===== config.mk =====
export PLATFORM = sky130hd
export DESIGN_NAME = dpl_lock_detect
export DESIGN_NICKNAME = d
export VERILOG_FILES = /design/src/hw/dpl_pkg.sv /design/src/hw/dpl_lock_detect.sv
export VERILOG_INCLUDE_DIRS = /design/src /design/src/hw
export SDC_FILE = /design/constraint.sdc
export NUM_CORES = 1
export LEC_CHECK = 0
export ABC_AREA = 1
export BUFFER_PORTS_ARGS = -buffer_cell sky130_fd_sc_hd__buf_2
export CORE_MARGIN = 5
export CORE_UTILIZATION = 55
export CTS_BUF_LIST = sky130_fd_sc_hd__clkbuf_8
export CTS_CLUSTER_DIAMETER = 150
export CTS_CLUSTER_SIZE = 14
export DETAILED_ROUTE_END_ITERATION = 8
export GPL_ROUTABILITY_DRIVEN = 0
export PLACE_DENSITY = 0.82
export RECOVER_POWER = 25
export SLEW_MARGIN = 20
export SYNTH_ARGS = -nofsm -noshare
export SYNTH_HDL_FRONTEND = slang
export SYNTH_SLANG_ARGS = --single-unit

===== constraint.sdc =====
create_clock -name mclk -period 2.5 [get_ports mclk]
set_input_delay 0 -clock mclk [delete_from_list [all_inputs] [get_ports mclk]]
set_output_delay 0 -clock mclk [all_outputs]
set_load 0.005 [all_outputs]

===== src/hw/dpl_defs.svh =====
// Constants of the DPLL phase lock and phase loss detector.
// Assumes a 10 MHz system clock and an 8-bit register port.
`ifndef DPL_DEFS_SVH
`define DPL_DEFS_SVH

// ==========================================
// Register offsets
`define DPL_OFS_FINE      8'h73
`define DPL_OFS_COARSE    8'h74
`define DPL_OFS_STAT      8'h75
`define DPL_OFS_MASK      8'h76
`define DPL_OFS_STATE     8'h77

// ==========================================
// Reset values and field layout
`define DPL_FINE_RST      8'hA2
`define DPL_COARSE_RST    8'h85
`define DPL_FINE_WMASK    8'hE7
`define DPL_COARSE_WMASK  8'hEF
`define DPL_EN_BIT        7
`define DPL_EV_LOCK       0
`define DPL_EV_FINE       1
`define DPL_EV_COARSE     2

// ==========================================
// Widths and timing
`define DPL_FRAC_W        12
`define DPL_UI_W          8
`define DPL_FINE_STEP     512
`define DPL_CLK_HZ        10000000
`define DPL_TICK_US       1000
`define DPL_QUAL_MS       1000
`define DPL_TICK_CYC      (`DPL_TICK_US * (`DPL_CLK_HZ / 1000000))
`define DPL_QUAL_TICKS    ((`DPL_QUAL_MS * 1000) / `DPL_TICK_US)

`endif


===== src/hw/dpl_pkg.sv =====
// Types of the DPLL phase lock and phase loss detector.
// Assumes the constants header is on the include path.
`include "dpl_defs.svh"

package dpl_pkg;

    // ==========================================
    // Register port request
    typedef struct packed {
        logic [7:0] addr;
        logic [7:0] wdata;
        logic       wr;
        logic       rd;
    } dpl_bus_t;

    // ==========================================
    // Phase detector sample from the loop
    typedef struct packed {
        logic                          valid;
        logic signed [`DPL_FRAC_W-1:0] frac;
        logic [`DPL_UI_W-1:0]          ui;
    } dpl_phase_t;

    // ==========================================
    // Lock state machine, one-hot
    typedef enum logic [2:0] {
        DPL_UNLOCKED = 3'h1,
        DPL_QUALIFY  = 3'h2,
        DPL_LOCKED   = 3'h4
    } dpl_fsm_t;

    // ==========================================
    // Whole state of the detector
    typedef struct packed {
        logic [7:0]  fine;
        logic [7:0]  coarse;
        logic [2:0]  stat;
        logic [2:0]  mask;
        dpl_fsm_t    st;
        logic [23:0] tick;
        logic [15:0] qual;
        logic        inwin;
        logic        over;
        logic        fine_loss;
        logic        coarse_loss;
        logic        lock;
        logic        loss;
        logic        irq;
        logic [7:0]  rdata;
    } dpl_state_t;

endpackage


===== src/hw/dpl_lock_detect.sv =====
// Phase lock and phase loss detector of the output DPLL.
// Assumes phase samples come from loop logic on mclk,
// and a register master that never issues read and write together.
//
// The register addresses and the plain strobed port are this design's own decisions.
`timescale 1ns/1ps
`include "dpl_defs.svh"

module dpl_lock_detect #(
    parameter logic [23:0] TICK_CYC   = 24'(`DPL_TICK_CYC),
    parameter logic [15:0] QUAL_TICKS = 16'(`DPL_QUAL_TICKS),
    parameter logic [11:0] FINE_STEP  = 12'(`DPL_FINE_STEP)
) (
    input  wire logic          mclk,
    input  wire logic          rst,
    input  dpl_pkg::dpl_bus_t   bus,
    input  dpl_pkg::dpl_phase_t phase,
    output logic [7:0]          rdata,
    output logic                phase_lock,
    output logic                phase_loss,
    output logic                irq
);
    import dpl_pkg::*;

    // ==========================================
    // Reset image of the whole state
    localparam dpl_state_t RST_STATE = '{
        fine:        `DPL_FINE_RST,
        coarse:      `DPL_COARSE_RST,
        stat:        3'h0,
        mask:        3'h0,
        st:          DPL_UNLOCKED,
        tick:        24'h000000,
        qual:        16'h0000,
        inwin:       1'b0,
        over:        1'b0,
        fine_loss:   1'b0,
        coarse_loss: 1'b0,
        lock:        1'b0,
        loss:        1'b0,
        irq:         1'b0,
        rdata:       8'h00
    };

    dpl_state_t q;
    dpl_state_t d;
    logic       tick_p;
    logic [2:0] ev;
    logic [2:0] clr;
    logic       stat_wr;

    // ==========================================
    // Helpers

    // Magnitude of a signed fraction; the most negative value still fits unsigned
    function automatic logic [`DPL_FRAC_W-1:0] abs_mag(
        input logic signed [`DPL_FRAC_W-1:0] v
    );
        abs_mag = v[`DPL_FRAC_W-1] ? -v : v;
    endfunction

    // Window half-width grows linearly with the code
    function automatic logic [15:0] win_limit(
        input logic [2:0] code
    );
        win_limit = 16'(code) * 16'(FINE_STEP);
    endfunction

    // Code 000 gives a zero window, so almost every sample is outside
    function automatic logic in_window(
        input logic signed [`DPL_FRAC_W-1:0] v,
        input logic [2:0]                    code
    );
        in_window = 16'(abs_mag(v)) <= win_limit(code);
    endfunction

    // Read multiplexer; unmapped offsets read as zero
    function automatic logic [7:0] read_mux(
        input logic [7:0] a,
        input dpl_state_t s
    );
        case (a)
            `DPL_OFS_FINE:   read_mux = s.fine;
            `DPL_OFS_COARSE: read_mux = s.coarse;
            `DPL_OFS_STAT:   read_mux = {5'h00, s.stat};
            `DPL_OFS_MASK:   read_mux = {5'h00, s.mask};
            `DPL_OFS_STATE:  read_mux = {4'h0, s.coarse_loss, s.fine_loss, s.loss, s.lock};
            default:         read_mux = 8'h00;
        endcase
    endfunction

    // ==========================================
    // Next state
    always_comb begin
        d       = q;
        tick_p  = 1'b0;
        ev      = 3'h0;
        clr     = 3'h0;
        stat_wr = 1'b0;

        // Millisecond tick; slow counting runs on this enable, not a second clock
        if (q.tick >= TICK_CYC - 24'h000001) begin
            d.tick = 24'h000000;
            tick_p = 1'b1;
        end else begin
            d.tick = q.tick + 24'h000001;
        end

        // Configuration writes; fine bits 4:3 and coarse bit 4 are dropped so they read as zero
        if (bus.wr) begin
            case (bus.addr)
                `DPL_OFS_FINE: begin
                    d.fine = bus.wdata & `DPL_FINE_WMASK;
                end
                `DPL_OFS_COARSE: begin
                    d.coarse = bus.wdata & `DPL_COARSE_WMASK;
                end
                `DPL_OFS_STAT: begin
                    stat_wr = 1'b1;
                end
                `DPL_OFS_MASK: begin
                    d.mask = bus.wdata[2:0];
                end
                default: begin
                end
            endcase
        end

        // Each sample refreshes the held comparison results
        if (phase.valid) begin
            d.inwin = in_window(phase.frac, q.fine[2:0]);
            d.over  = phase.ui > {4'h0, q.coarse[3:0]};
        end

        // Fine loss only when enabled; no qualification delay
        d.fine_loss = q.fine[`DPL_EN_BIT] & ~d.inwin;

        // Coarse loss compares whole cycles against the limit
        d.coarse_loss = q.coarse[`DPL_EN_BIT] & d.over;

        // With fine detection off, only the coarse result decides loss
        d.loss = d.fine_loss | d.coarse_loss;

        // Lock qualification
        case (q.st)
            DPL_UNLOCKED: begin
                if (d.inwin && !d.loss) begin
                    d.st   = DPL_QUALIFY;
                    d.qual = 16'h0000;
                    d.tick = 24'h000000; // Full first tick keeps the wait at least a second
                end
            end
            DPL_QUALIFY: begin
                if (!d.inwin || d.loss) begin
                    d.st = DPL_UNLOCKED;
                end else if (tick_p) begin
                    if (q.qual >= QUAL_TICKS - 16'h0001) begin
                        d.st = DPL_LOCKED;
                    end else begin
                        d.qual = q.qual + 16'h0001;
                    end
                end
            end
            DPL_LOCKED: begin
                if (!d.inwin || d.loss) begin
                    d.st = DPL_UNLOCKED;
                end
            end
            default: begin
                d.st = DPL_UNLOCKED;
            end
        endcase

        d.lock = (d.st == DPL_LOCKED);

        // Rising edges of lock and of each loss source are the events
        ev[`DPL_EV_LOCK]   = d.lock & ~q.lock;
        ev[`DPL_EV_FINE]   = d.fine_loss & ~q.fine_loss;
        ev[`DPL_EV_COARSE] = d.coarse_loss & ~q.coarse_loss;

        // Write one to clear; a new event in the same cycle wins
        if (stat_wr) begin
            clr = bus.wdata[2:0];
        end
        d.stat = (q.stat & ~clr) | ev;

        // Level interrupt while any unmasked status bit is set
        d.irq = |(d.stat & d.mask);

        // Read data stands only in the cycle after the strobe
        d.rdata = bus.rd ? read_mux(bus.addr, q) : 8'h00;
    end

    // ==========================================
    // State register
    always_ff @(posedge mclk) begin
        if (rst) begin
            q <= RST_STATE;
        end else begin
            q <= d;
        end
    end

    // ==========================================
    // Outputs, all straight from the state register
    assign rdata      = q.rdata;
    assign phase_lock = q.lock;
    assign phase_loss = q.loss;
    assign irq        = q.irq;

endmodule


Word level (Yosys, flattened, before mapping). Cells that the tools add are included.

Add/sub/neg operators: 3. $mul: 0. Divide/modulo/power cells: 0. $lt $le $gt $ge: 4. Equal/unequal tests: 13. Shift-type cells: 0. Multiplexer cells: 21. Bitwise logic cells: 15. Reduce and logical (&&, ||, !) cells: 10.

Operator list (number): 16-bit 2-to-1 mux (3); 24-bit 2-to-1 mux (2); 43-bit 2-to-1 mux (1); 8-bit by 7-bit equality test with 1-bit output, second input constant (5); 8-bit case mux with 5 select lines (1); 16-bit case mux with 2 select lines (1); 24-bit by 1-bit adder with 24-bit output, second input constant (1); 24-bit by 14-bit >= comparator with 1-bit output, second input constant (1); 3-bit 2-to-1 mux (7); 16-bit by 1-bit adder with 16-bit output, second input constant (1); 16-bit by 10-bit >= comparator with 1-bit output, second input constant (1); 12-bit <= comparator (1); 12-bit 2-to-1 mux (1); 12-bit negation (1); 3-bit case mux with 3 select lines (1); 8-bit by 4-bit > comparator with 1-bit output (1); 2-bit != test, second input constant (4); 3-bit bitwise AND (2); 3-bit equality test, second input constant (2); 1-bit bitwise AND (5); 1-bit inverter (5); 5-bit AND reduction (1); 2-bit AND reduction (2); 3-bit by 1-bit equality test with 1-bit output, second input constant (1); other kinds (12) (15).

Bits in registers: 77. Latch bits: 0. Bits in writable memories: 0. Bits in read-only memories: 0. Input bits: 41. Output and inout port bits: 11. Word-level logic and storage cells: 81. Memories kept: 0.

Logic depth before layout (Yosys ltp). Gate-level depths: netlist (run 1).

Depth in word-level cells: 16. Depth in mapped cells: 23. Mapped depth without buffers: 23.

Worst setup path before layout (run 1). Ideal clock, no wire load.

Kind: in2reg. Start point: input port phase[8] (netlist name). End point: register q[17] (netlist name). Library setup time: 0.132 ns. Data arrival time: 2.185 ns. Required time: 2.368 ns. Setup slack: 0.183 ns. Stages on the path: 22. Path buffers: 1. Cell sequence: inv_2 > ha_1 > nand3_2 > inv_2 > nand2_1 > o31ai_1 > xor2_1 > ha_1 > nand2_1 > nor2_1 > nand2_1 > nor2_1 > nand2_1 > nor2_1 > nand3_1 > nand2_2 > nand3_4 > nor2_4 > nand2_1 > buf_2 > nand2_1 > a21oi_1.

Cells in the longest elaborated chain, start to end: 11. Elaborated cells on any way between the ends: 14. Classes of those cells: 1 x add/sub; 1 x order compare; 2 x eq/ne; 2 x mux; 3 x bitwise; 5 x reduce/logical.

RTL lines: start, declared (RTL line dpl_lock_detect.sv:17) `input dpl_pkg::dpl_phase_t phase,`; 12-bit negation (RTL line dpl_lock_detect.sv:59) `` abs_mag = v[`DPL_FRAC_W-1] ? -v : v; ``; 12-bit 2-to-1 mux (*) (RTL line dpl_lock_detect.sv:59); 12-bit <= comparator (*) (RTL line dpl_lock_detect.sv:74) `in_window = 16'(abs_mag(v)) <= win_limit(code);`; 2-bit 2-to-1 mux (*) (RTL line dpl_lock_detect.sv:130) `if (phase.valid) begin`; 1-bit inverter (RTL line dpl_lock_detect.sv:136) `` d.fine_loss = q.fine[`DPL_EN_BIT] & ~d.inwin; ``; 1-bit bitwise AND (RTL line dpl_lock_detect.sv:136); 1-bit OR (RTL line dpl_lock_detect.sv:142) `d.loss = d.fine_loss | d.coarse_loss;`; 1-bit zero test (RTL line dpl_lock_detect.sv:147) `if (d.inwin && !d.loss) begin`; 1-bit logical AND (RTL line dpl_lock_detect.sv:147); 2-bit != test (no source line); 5-bit AND reduction (no source line) (*); end signal, assigned (RTL line dpl_lock_detect.sv:198) `q <= RST_STATE;`; end signal, assigned (RTL line dpl_lock_detect.sv:200) `q <= d;`; end, declared (RTL line dpl_lock_detect.sv:45) `dpl_state_t q;`.

Every way passes the cells marked *; elsewhere a longest branch is shown, timed or not. A chain may end at the register's enable or synchronous reset.

Final worst setup path (run 1).
Start point: input port phase[9] (netlist name). End point: register q[29] (netlist name).

The elaborated chain is that of the path after synthesis.

==> results of run 1 <==
[metal layers]
layer / GRT usage, % / vias to the layer above / share of wire (%)
li1: - / 1818 / -
met1: 22.99 / 1574 / 43
met2: 35.52 / 83 / 50
met3: 3.281 / 12 / 4.1
met4: 10.15 / 0 / 1.9
met5: 0 / - / 0
[flip-flops by register name, summed over array words and instances (netlist names)]
| name | count |
|---|---|
| irq | 1 |
| phase_lock | 1 |
| q | 66 |
| phase_loss | 1 |
| rdata | 7 |
[critical path, cell delays in order]
cell and delay (ns):
buf_2 0.10, inv_1 0.05, ha_1 0.17, nand3_2 0.11, inv_2 0.05, nand2_1 0.10, o31ai_2 0.23, xor2_1 0.11
ha_1 0.29, nand2_1 0.07, nor2_1 0.10, nand2_1 0.06, nor2_1 0.09, nand2_1 0.06, nor2_1 0.11, nand3_1 0.10
nand2_2 0.10, nand3_4 0.08, buf_4 0.18, nor3_4 0.14, buf_4 0.16, nor3_1 0.04
[final timing paths]
kind,start,end,slack [ns]
max,phase[9],q[29],0.22
min,phase[20],q[13],0.01
max reg2reg,q[67],q[38],0.27
min reg2reg,q[26],q[26],0.44
[per-stage QoR]
stage	worst slack, ns	utilization [%]	power [W]	hold WS [ns]
final	0.2236	65.73	0.002372	0.01217
after global routing	0.009716	65.73	0.002478	0.01699
after CTS	0.1113	65.47	0.002384	0.004966
after detailed placement	-0.2124	61.29	0.001473	0.2368
after global placement	-0.05312	61.29	0.001467	0.2248
after floorplan	0.1828	-	0.001390	0.1132
[placed cells by master (no fill, tap or decap), types with 5 or more instances in the layout]
cell type,instances
nand2_1,101
nor2_1,77
dfxtp_1,76
inv_1,67
buf_2,45
nand3_1,39
a21oi_1,30
o21ai_0,13
nor3_1,13
buf_4,13
conb_1,11
ha_1,10
nand4_1,9
xor2_1,9
clkbuf_8,9
dlygate4sd3_1,9
nor3b_1,6
inv_2,5
[cells by family (layout without fill, tap and decap cells)]
| logic type | after synthesis | count (layout) | synth area share (%) |
|---|---|---|---|
| AOI/OAI and AO/OA | 67 | 67 | 10.53 |
| xor gates and xnor gates | 12 | 12 | 2.826 |
| adders and majority gates | 10 | 10 | 3.364 |
| buffers and inverters | 90 | 159 | 10.63 |
| DFF | 76 | 76 | 40.90 |
| other | 1 | 11 | 0.1008 |
| and+or+nand+nor | 263 | 263 | 31.65 |
[power by group through the flow]
stage	clock, W	combinational, W	sequential, W
detailed placement	0	0.000206	0.00127
global placement	0	0.000201	0.00127
global route	0.000985	0.000252	0.00124
CTS	0.000926	0.000219	0.00124
floorplan	0	0.000126	0.00126
finish	0.000909	0.000224	0.00124
[timing repair]
action | in CTS | in global routing
hold endpoints to repair | 19 | 0
setup endpoints to repair | 0 | 31
resized for setup | 0 | 5
hold buffers | 9 | 0
[final cells by class]
| class | instances | area [um2] | share of cell area, % |
|---|---|---|---|
| repair buffers | 72 | 447.9 | 10.20 |
| clock buffers | 9 | 123.9 | 2.821 |
| flip-flops and latches | 76 | 1521 | 34.64 |
| inverters | 72 | 270.3 | 6.154 |
| well taps | 80 | 100.1 | 2.279 |
| clock inverters | 6 | 65.06 | 1.481 |
| multi-input cells | 363 | 1863 | 42.42 |
==> run metrics, run 1 <==
top-count cell post-synth=nand2_1; syn_area_per_cell=7.167 um2; VDD IR max=0.4198 mV; WL per Instance=12.05 um; Req. time, crit path=2.73 ns; pwr/cell area=540.1 nW/um2; clock-pin slew on the worst setup and hold paths=0.08 ns; post-synthesis cell area=3720 um2; leak pwr=1.992 nW; Placed Area=4095 um2; max_slew headroom=59.92%; nets=645; EDFF count, synth=0; H-tree Lvls=3; commonest cells in the synthesized netlist=nand2_1, dfxtp_1, nor2_1, inv_1, nand3_1; core area=6681 um2; final setup TNS=0 ns; Worst setup EP type=register; Num CTS Buffers=9; switching power=0.0005942 W; fin cells=678; site row count=30; Ys Warns=0; Die W=92.24 um; cell type with the highest aggregate area in the netlist=dfxtp_1; FF+latch count, synth=76; Top FF cell, synth=dfxtp_1; Clock Latency Late Sink=0.35 ns; Fill cells=582; Tightest Hold Check Type=input port to register; Max Slew Vio Count=0; antenna violations before repair=0; post-route minimum period=2.276 ns; CP Class=input port to register; Hold Path Depth=3; vias per cell=5.143; grt ovf=0; worst slew pin tran=0.5986 ns; Synth area leaders=dfxtp_1, nand2_1, nor2_1; Residual DRC=0; DP HPWL=6.132 mm; GRT Util Overall=19.99%; vias in the first global route=3312; placed instance count=654; routed wire length=8.168 mm; ant diodes=0; fin area=4392 um2; CTS sink cnt=76; Net Sw Frac=25.05%; pin count of the biggest net entering global routing=35; Max clock buf depth=2; Power Internal=0.001778 W; global-route wire length before repair=13.93 mm; CTS tree=built; die area=8508 um2; Iter 0 DRT Violations=212; Initial Utilization=55.67%; Yosys top cell area share=40.90%; Synth cell types=43; buffers added on ports=49; CP arrival=2.50 ns; Final Cycle Share=91.05%; combinational share of power=9.5%; ANT nets after route=0; Fin. Hold Viols=0; Die Y-Extent=92.24 um; Mapped Cells=519; Layout area overhead=18.06%; worst-path fanout max=4; I/O pin count=52; sequential share of the synthesized area=40.90%; Clock Skews=0.007918 ns; Root Buffer=clkbuf_8; fmax=0.4393 GHz; Vias=3487; RSZ-0062 raised after global routing=false; Clock power frac=38.3%; Seq pwr share=52.2%; critical path startpoint category=input port; FFs w/ async S/R, synth=0%; first drt pass iteration count=7; final setup vio count=0; status=finished clean; Worst Reg2Reg Path Length in Cells=12; Max Cap Viol=0; fraction of layout instances using a drive strength above 1=15.55%; Post-CTS Setup Repair Bufs=0
Power figures use the tool's default switching activity.
==> inputs of run 2 (changes only) <==
Settings changed: ABC_AREA 1 to unset, TNS_END_PERCENT set to 100.
==> run 2 against run 1 <==
The flow now finishes with violations (negative setup slack); sequential share of layout area is 2.2 points lower; critical path depth decreased by 8; largest power group unchanged; maximum frequency is 12% lower; synthesized area decreased by 2.5%; clock power fell by 8.6%; global-route usage up 0.68 points; synthesized cell count fell by 21%; cell area is 6.9% higher; utilization rose by 7.8 points; register-to-register slack lost 0.30 ns; power is 0.50% lower; worst hold slack gained 0.0087 ns; critical endpoint is now q[23].
==> run metrics, run 2 <==
Tightest Hold Check Type=input port to register; Vias=3411 (-2.2%); RSZ-0062 raised after global routing=true; ANT nets after route=0 (unchanged); core area=6386 um2 (-4.4%); commonest cells after routing, fill and taps aside=dfxtp_1, buf_2, nor2_1; vias per cell=5.922 (+15%); Max clock buf depth=2 (unchanged); pwr/cell area=502.8 nW/um2 (-6.9%); Synth area leaders=dfxtp_1, a21oi_1, ha_1; fin util=73.51% (+7.8 points); final setup vio count=27 (+27); fmax=0.3845 GHz (-12%); pin count of the biggest net entering global routing=27 (-23%); Yosys top cell area share=41.95% (+1.0 points); global-route wire length before repair=14.34 mm (+2.9%); DP Worst Slack=-0.4872 ns (-0.2749 ns); Num CTS Buffers=9 (unchanged); Ys Warns=0 (unchanged); die area=8319 um2 (-2.2%); fraction of layout instances using a drive strength above 1=26.45% (+11 points); fin worst setup slack=-0.1007 ns (-0.3243 ns); Initial Utilization=56.80% (+1.1 points); Hold Path Origin=phase[20]; nets=545 (-16%); Largest Register=q; Synth cell types=59 (+37%); syn_area_per_cell=8.869 um2 (+24%); Mapped Cells=409 (-21%); Layout area overhead=29.42%; top-count cell post-synth=dfxtp_1; critical path startpoint category=input port; post-synthesis cell area=3627 um2 (-2.5%); antenna violations before repair=0 (unchanged); status=finished, violations left; H-tree Lvls=3 (unchanged); fin area=4695 um2 (+6.9%); sequential share of the synthesized area=41.95% (+1.0 points); worst-path fanout max=8 (+4); CTS sink cnt=76 (unchanged); site row count=29 (-3.3%); Clock Latency Late Sink=0.36 ns (about the same); CP Launch Point=phase[11]; ant diodes=0 (unchanged); commonest non-fill, non-tap cell in the layout=dfxtp_1; Iter 0 DRT Violations=154 (-27%); GRT Util Overall=20.68% (+0.68 points); reg-to-reg startpoint=q[37]; DP HPWL=6.145 mm (+0.21%); Top FF cell, synth=dfxtp_1; hold_ws=0.02089 ns (+0.008722 ns); FF+latch count, synth=76 (unchanged); CTS tree=built; buffers added on ports=49 (unchanged); leak pwr=1.825 nW (-8.4%); Placed Area=4111 um2 (+0.40%); Die Y-Extent=91.21 um (-1.1%); Clock Skews=0.01035 ns (+0.002431 ns); commonest cells in the synthesized netlist=dfxtp_1, nor2_1, nand2_1, a21oi_1, nand3_1; Root Buffer=clkbuf_8; max FFs per register=66 (unchanged); max_slew headroom=43.00% (-17 points); CP Class=input port to register; failing checks=negative setup slack; Die W=91.21 um (-1.1%); FFs w/ async S/R, synth=0% (unchanged); EDFF count, synth=0 (unchanged); clock-pin slew on the worst setup and hold paths=0.08 ns (about the same); routed wire length=9.312 mm (+14%); I/O pin count=52 (unchanged); grt ovf=0 (unchanged); Residual DRC=0 (unchanged); Fin. Hold Viols=0 (unchanged); first drt pass iteration count=6 (-1); WL per Instance=16.17 um (+34%); Max Slew Vio Count=0 (unchanged); Req. time, crit path=2.79 ns (+0.06 ns); Worst setup EP type=register; cell type with the highest aggregate area in the netlist=dfxtp_1; Max Cap Viol=0 (unchanged); worst slew pin tran=0.8538 ns (+0.2553 ns); Final Cycle Share=104.0% (+13 points); VDD IR max=0.4567 mV (+8.8%); post-route minimum period=2.601 ns (+0.3243 ns); CP arrival=2.89 ns (+0.39 ns); vias in the first global route=3186 (-3.8%)
[run 2: changes by cell type after synthesis, sizes merged, moves of 7 or more]
cell,previous run,this run
o21ai,19,9
inv,72,19
mux2i,0,10
or4,0,9
nand2,103,29
clkbuf,5,15
nand3,41,22
o31ai,1,8
nor2,78,31
nor2b,0,9
or3,0,7
[run 2: repair_timing]
item,CTS,global route
hold buffers,8,0
setup endpoints to repair,33,36
buffers inserted,0,3
endpoints found under the hold margin,13,0
resized for setup,2,50
pin swaps,0,26
cloned,0,3
[run 2: layer usage]
layer  GRT usage, %  routed length, um
met3          6.694                586
met5              0                  0
met2          34.74               4851
met1          24.56               3658
met4          7.824                214
[run 2: kinds of logic (layout without fill, tap and decap cells)]
logic type               Yosys count  count (layout)  synth area share, %
AO/OA/AOI/OAI                     74              74                14.11
XOR/XNOR                          15              15                3.622
adder cells (fa/ha/maj)           10              10                3.449
buffers and inverters             46             126                5.898
flip-flops                        76              76                41.95
multiplexers                      14              14                4.933
other                              1              11               0.1034
AND/OR/NAND/NOR                  173             173                25.94
[run 2: through the flow]
| step | TNS [ns] | total power [W] | instances |
|---|---|---|---|
| after floorplan | -0.5841 | 0.001387 | 419 |
| after global placement | -6.128 | 0.001479 | 546 |
| after detailed placement | -16.01 | 0.001489 | 546 |
| after CTS | -0.01223 | 0.002322 | 570 |
| after global routing | -6.845 | 0.002473 | 576 |
| final | -1.944 | 0.002360 | 576 |
[run 2: worst paths after layout]
check	to	slack, ns	depth (start not counted)
setup / recovery	q[23]	-0.10	14
hold / removal	q[13]	0.02	3
setup reg to reg	q[23]	-0.03	7
hold reg to reg	q[78]	0.48	2
[run 2: worst max-delay path: stages]
cell,delay [ns]
buf_8,0.10
nor4_4,0.28
buf_4,0.16
nand3_1,0.11
nor4b_2,0.33
ha_1,0.21
nand3b_1,0.10
a211oi_2,0.20
o2111ai_2,0.15
a311oi_2,0.38
o21ai_4,0.14
buf_6,0.17
or4_4,0.41
a21oi_2,0.15
[run 2: final cells by class]
type / instances / area, um2
well taps: 77 / 96.34
fillers: 469 / 1692
inverters: 19 / 71.32
clock buffers: 9 / 123.9
multi-input cells: 297 / 2150
repair buffers: 91 / 678.2
clock inverters: 7 / 53.80
flip-flops and latches: 76 / 1521
[run 2: power by group]
group	total [W]	internal [W]	leakage, nW	switching (W)
combinational	0.000291	0.000140	1.12	0.000150
clock	0.000831	0.000364	0.0872	0.000466
sequential	0.00124	0.00123	0.618	0.00000887
==> inputs of run 3 (changes only) <==
Settings changed: BUFFER_PORTS_ARGS -buffer_cell sky130_fd_sc_hd__buf_2 to unset, DONT_BUFFER_PORTS set to 1, PLACE_DENSITY 0.82 to 0.75.
==> run 3 against run 2 <==
The flow now finishes without violations; non-clock buffer count down 46; die area unchanged; flip-flop and latch count unchanged; clock power down 3.9%; critical path depth down 1; worst hold slack better by 0.0056 ns; via count down 7.5%; combinational power down 33%; count of clock-buffer cells in the layout up 1; critical endpoint is now q[20]; largest power group unchanged.
==> run metrics, run 3 (synthesis gave the netlist of run 2 again) <==
status=finished clean; Residual DRC=0 (unchanged); Max clock buf depth=2 (unchanged); Num CTS Buffers=9 (unchanged); antenna violations before repair=0 (unchanged); Worst setup EP type=register; worst-path fanout max=7 (-1); Initial Utilization=56.80% (unchanged); Root Buffer=clkbuf_8; DP HPWL=5.559 mm (-9.5%); Layout area overhead=18.04%; Die W=91.21 um (unchanged); I/O pin count=52 (unchanged); CP arrival=2.75 ns (-0.14 ns); Fin. Hold Viols=0 (unchanged); fin worst setup slack=0.02332 ns (+0.1240 ns); site row count=29 (unchanged); placed instance count=493 (-9.7%); Iter 0 DRT Violations=75 (-51%); grt ovf=0 (unchanged); fin cells=529 (-8.2%); Hold Path Origin=bus[0]; Hold Path Depth=2 (-1); Hold Path End=rdata[3]; die area=8319 um2 (unchanged); Largest Register=q; Req. time, crit path=2.77 ns (-0.02 ns); critical path startpoint category=input port; buffers added on ports=0 (-100%); reg-to-reg slack, setup=0.07 ns (+0.10 ns); max FFs per register=66 (unchanged); VDD IR max=0.4148 mV (-9.2%); CP Class=input port to register; DP Worst Slack=-0.2020 ns (+0.2852 ns); ANT nets after route=0 (unchanged); nets=499 (-8.4%); Max Slew Vio Count=0 (unchanged); RSZ-0062 raised after global routing=true; Tightest Hold Check Type=input port to register; max_slew headroom=40.10% (-2.9 points); Max Cap Viol=0 (unchanged); CTS sink cnt=76 (unchanged); Vias=3155 (-7.5%); final setup TNS=0 ns (+1.944 ns); clock-pin slew on the worst setup and hold paths=0.08 ns (about the same); core area=6386 um2 (unchanged); first drt pass iteration count=4 (-2); routed wire length=8.167 mm (-12%); CTS tree=built; final setup vio count=0 (-100%); Die Y-Extent=91.21 um (unchanged); r2r endpoint=q[20]; fraction of layout instances using a drive strength above 1=13.94% (-13 points); post-route minimum period=2.477 ns (-0.1240 ns); worst slew pin tran=0.8955 ns (+0.04165 ns); hold_ws=0.02651 ns (+0.005616 ns); commonest non-fill, non-tap cell in the layout=dfxtp_1; Clock Skews=0.006798 ns (-0.003551 ns); commonest cells after routing, fill and taps aside=dfxtp_1, nand2_1, nor2_1; Worst Reg2Reg Path Length in Cells=10 (+3); global-route wire length before repair=13.44 mm (-6.3%); GRT Util Overall=19.24% (-1.4 points); ant diodes=0 (unchanged); vias in the first global route=3071 (-3.6%); pin count of the biggest net entering global routing=22 (-19%); pwr/cell area=521.6 nW/um2 (+3.8%); WL per Instance=15.44 um (-4.5%); vias per cell=5.964 (+0.71%); fmax=0.4038 GHz (+5.0%); reg-to-reg startpoint=q[73]; leak pwr=1.592 nW (-13%); H-tree Lvls=3 (unchanged); Clock Latency Late Sink=0.34 ns (-0.02 ns); Final Cycle Share=99.07% (-5.0 points)
[run 3: worst max path at each step]
stage | start | endpoint | slack (ns) | depth (start not counted)
final | phase[11] | q[20] | 0.02 | 13
after global routing | phase[11] | q[23] | -0.15 | 13
after CTS | q[74] | q[20] | 0.06 | 10
after detailed placement | phase[14] | q[23] | -0.20 | 13
after global placement | phase[14] | q[22] | -0.10 | 13
after floorplan | phase[14] | q[28] | -0.08 | 13
[run 3: report_power, final]
group          internal (W)  switching, W  total [W]  leakage (nW)
sequential          0.00123    0.00000993    0.00124         0.618
clock              0.000376      0.000423   0.000799        0.0893
combinational     0.0000909      0.000103   0.000194         0.884
total               0.00170      0.000536    0.00223          1.59
[run 3: layout make-up]
type / instances / area (um2)
clock buffer: 10 / 137.6
clock inverter: 5 / 30.03
fill: 518 / 2105
inverter: 19 / 71.32
multi-input combinational: 297 / 2024
sequential: 76 / 1524
tap: 77 / 96.34
timing repair buffer: 45 / 397.9
[run 3: through the flow]
stage	util, %	total power [W]	area [um2]
6_report	67.05	0.002233	4282
5_1_grt	67.05	0.002320	4282
4_1_cts	65.71	0.002237	4197
3_5_place_dp	60.07	0.001421	3836
3_3_place_gp	60.07	0.001416	3836
2_1_floorplan	-	0.001387	3709
[run 3: what timing repair did]
action | CTS | global route
hold buffers | 19 | 0
endpoints found under the setup margin | 13 | 31
endpoints found under the hold margin | 36 | 0
buffers inserted | 0 | 2
gates resized for setup | 1 | 17
pin swaps | 0 | 14
[run 3: routing by layer]
layer	vias up	wire length, um	track usage [%]
li1	1550	-	-
met1	1486	3432	22.42
met2	93	4015	33.05
met3	26	463	5.124
met4	0	256	8.435
met5	-	0	0
[run 3: worst max-delay path: stages]
cell	delay, ns
nor4_4	0.32
nand2_1	0.11
o31ai_2	0.26
xnor2_1	0.10
ha_1	0.31
nand2_1	0.07
a211oi_2	0.21
o2111ai_2	0.13
a311oi_2	0.38
o21ai_4	0.14
buf_4	0.18
or4_1	0.40
a21oi_1	0.13
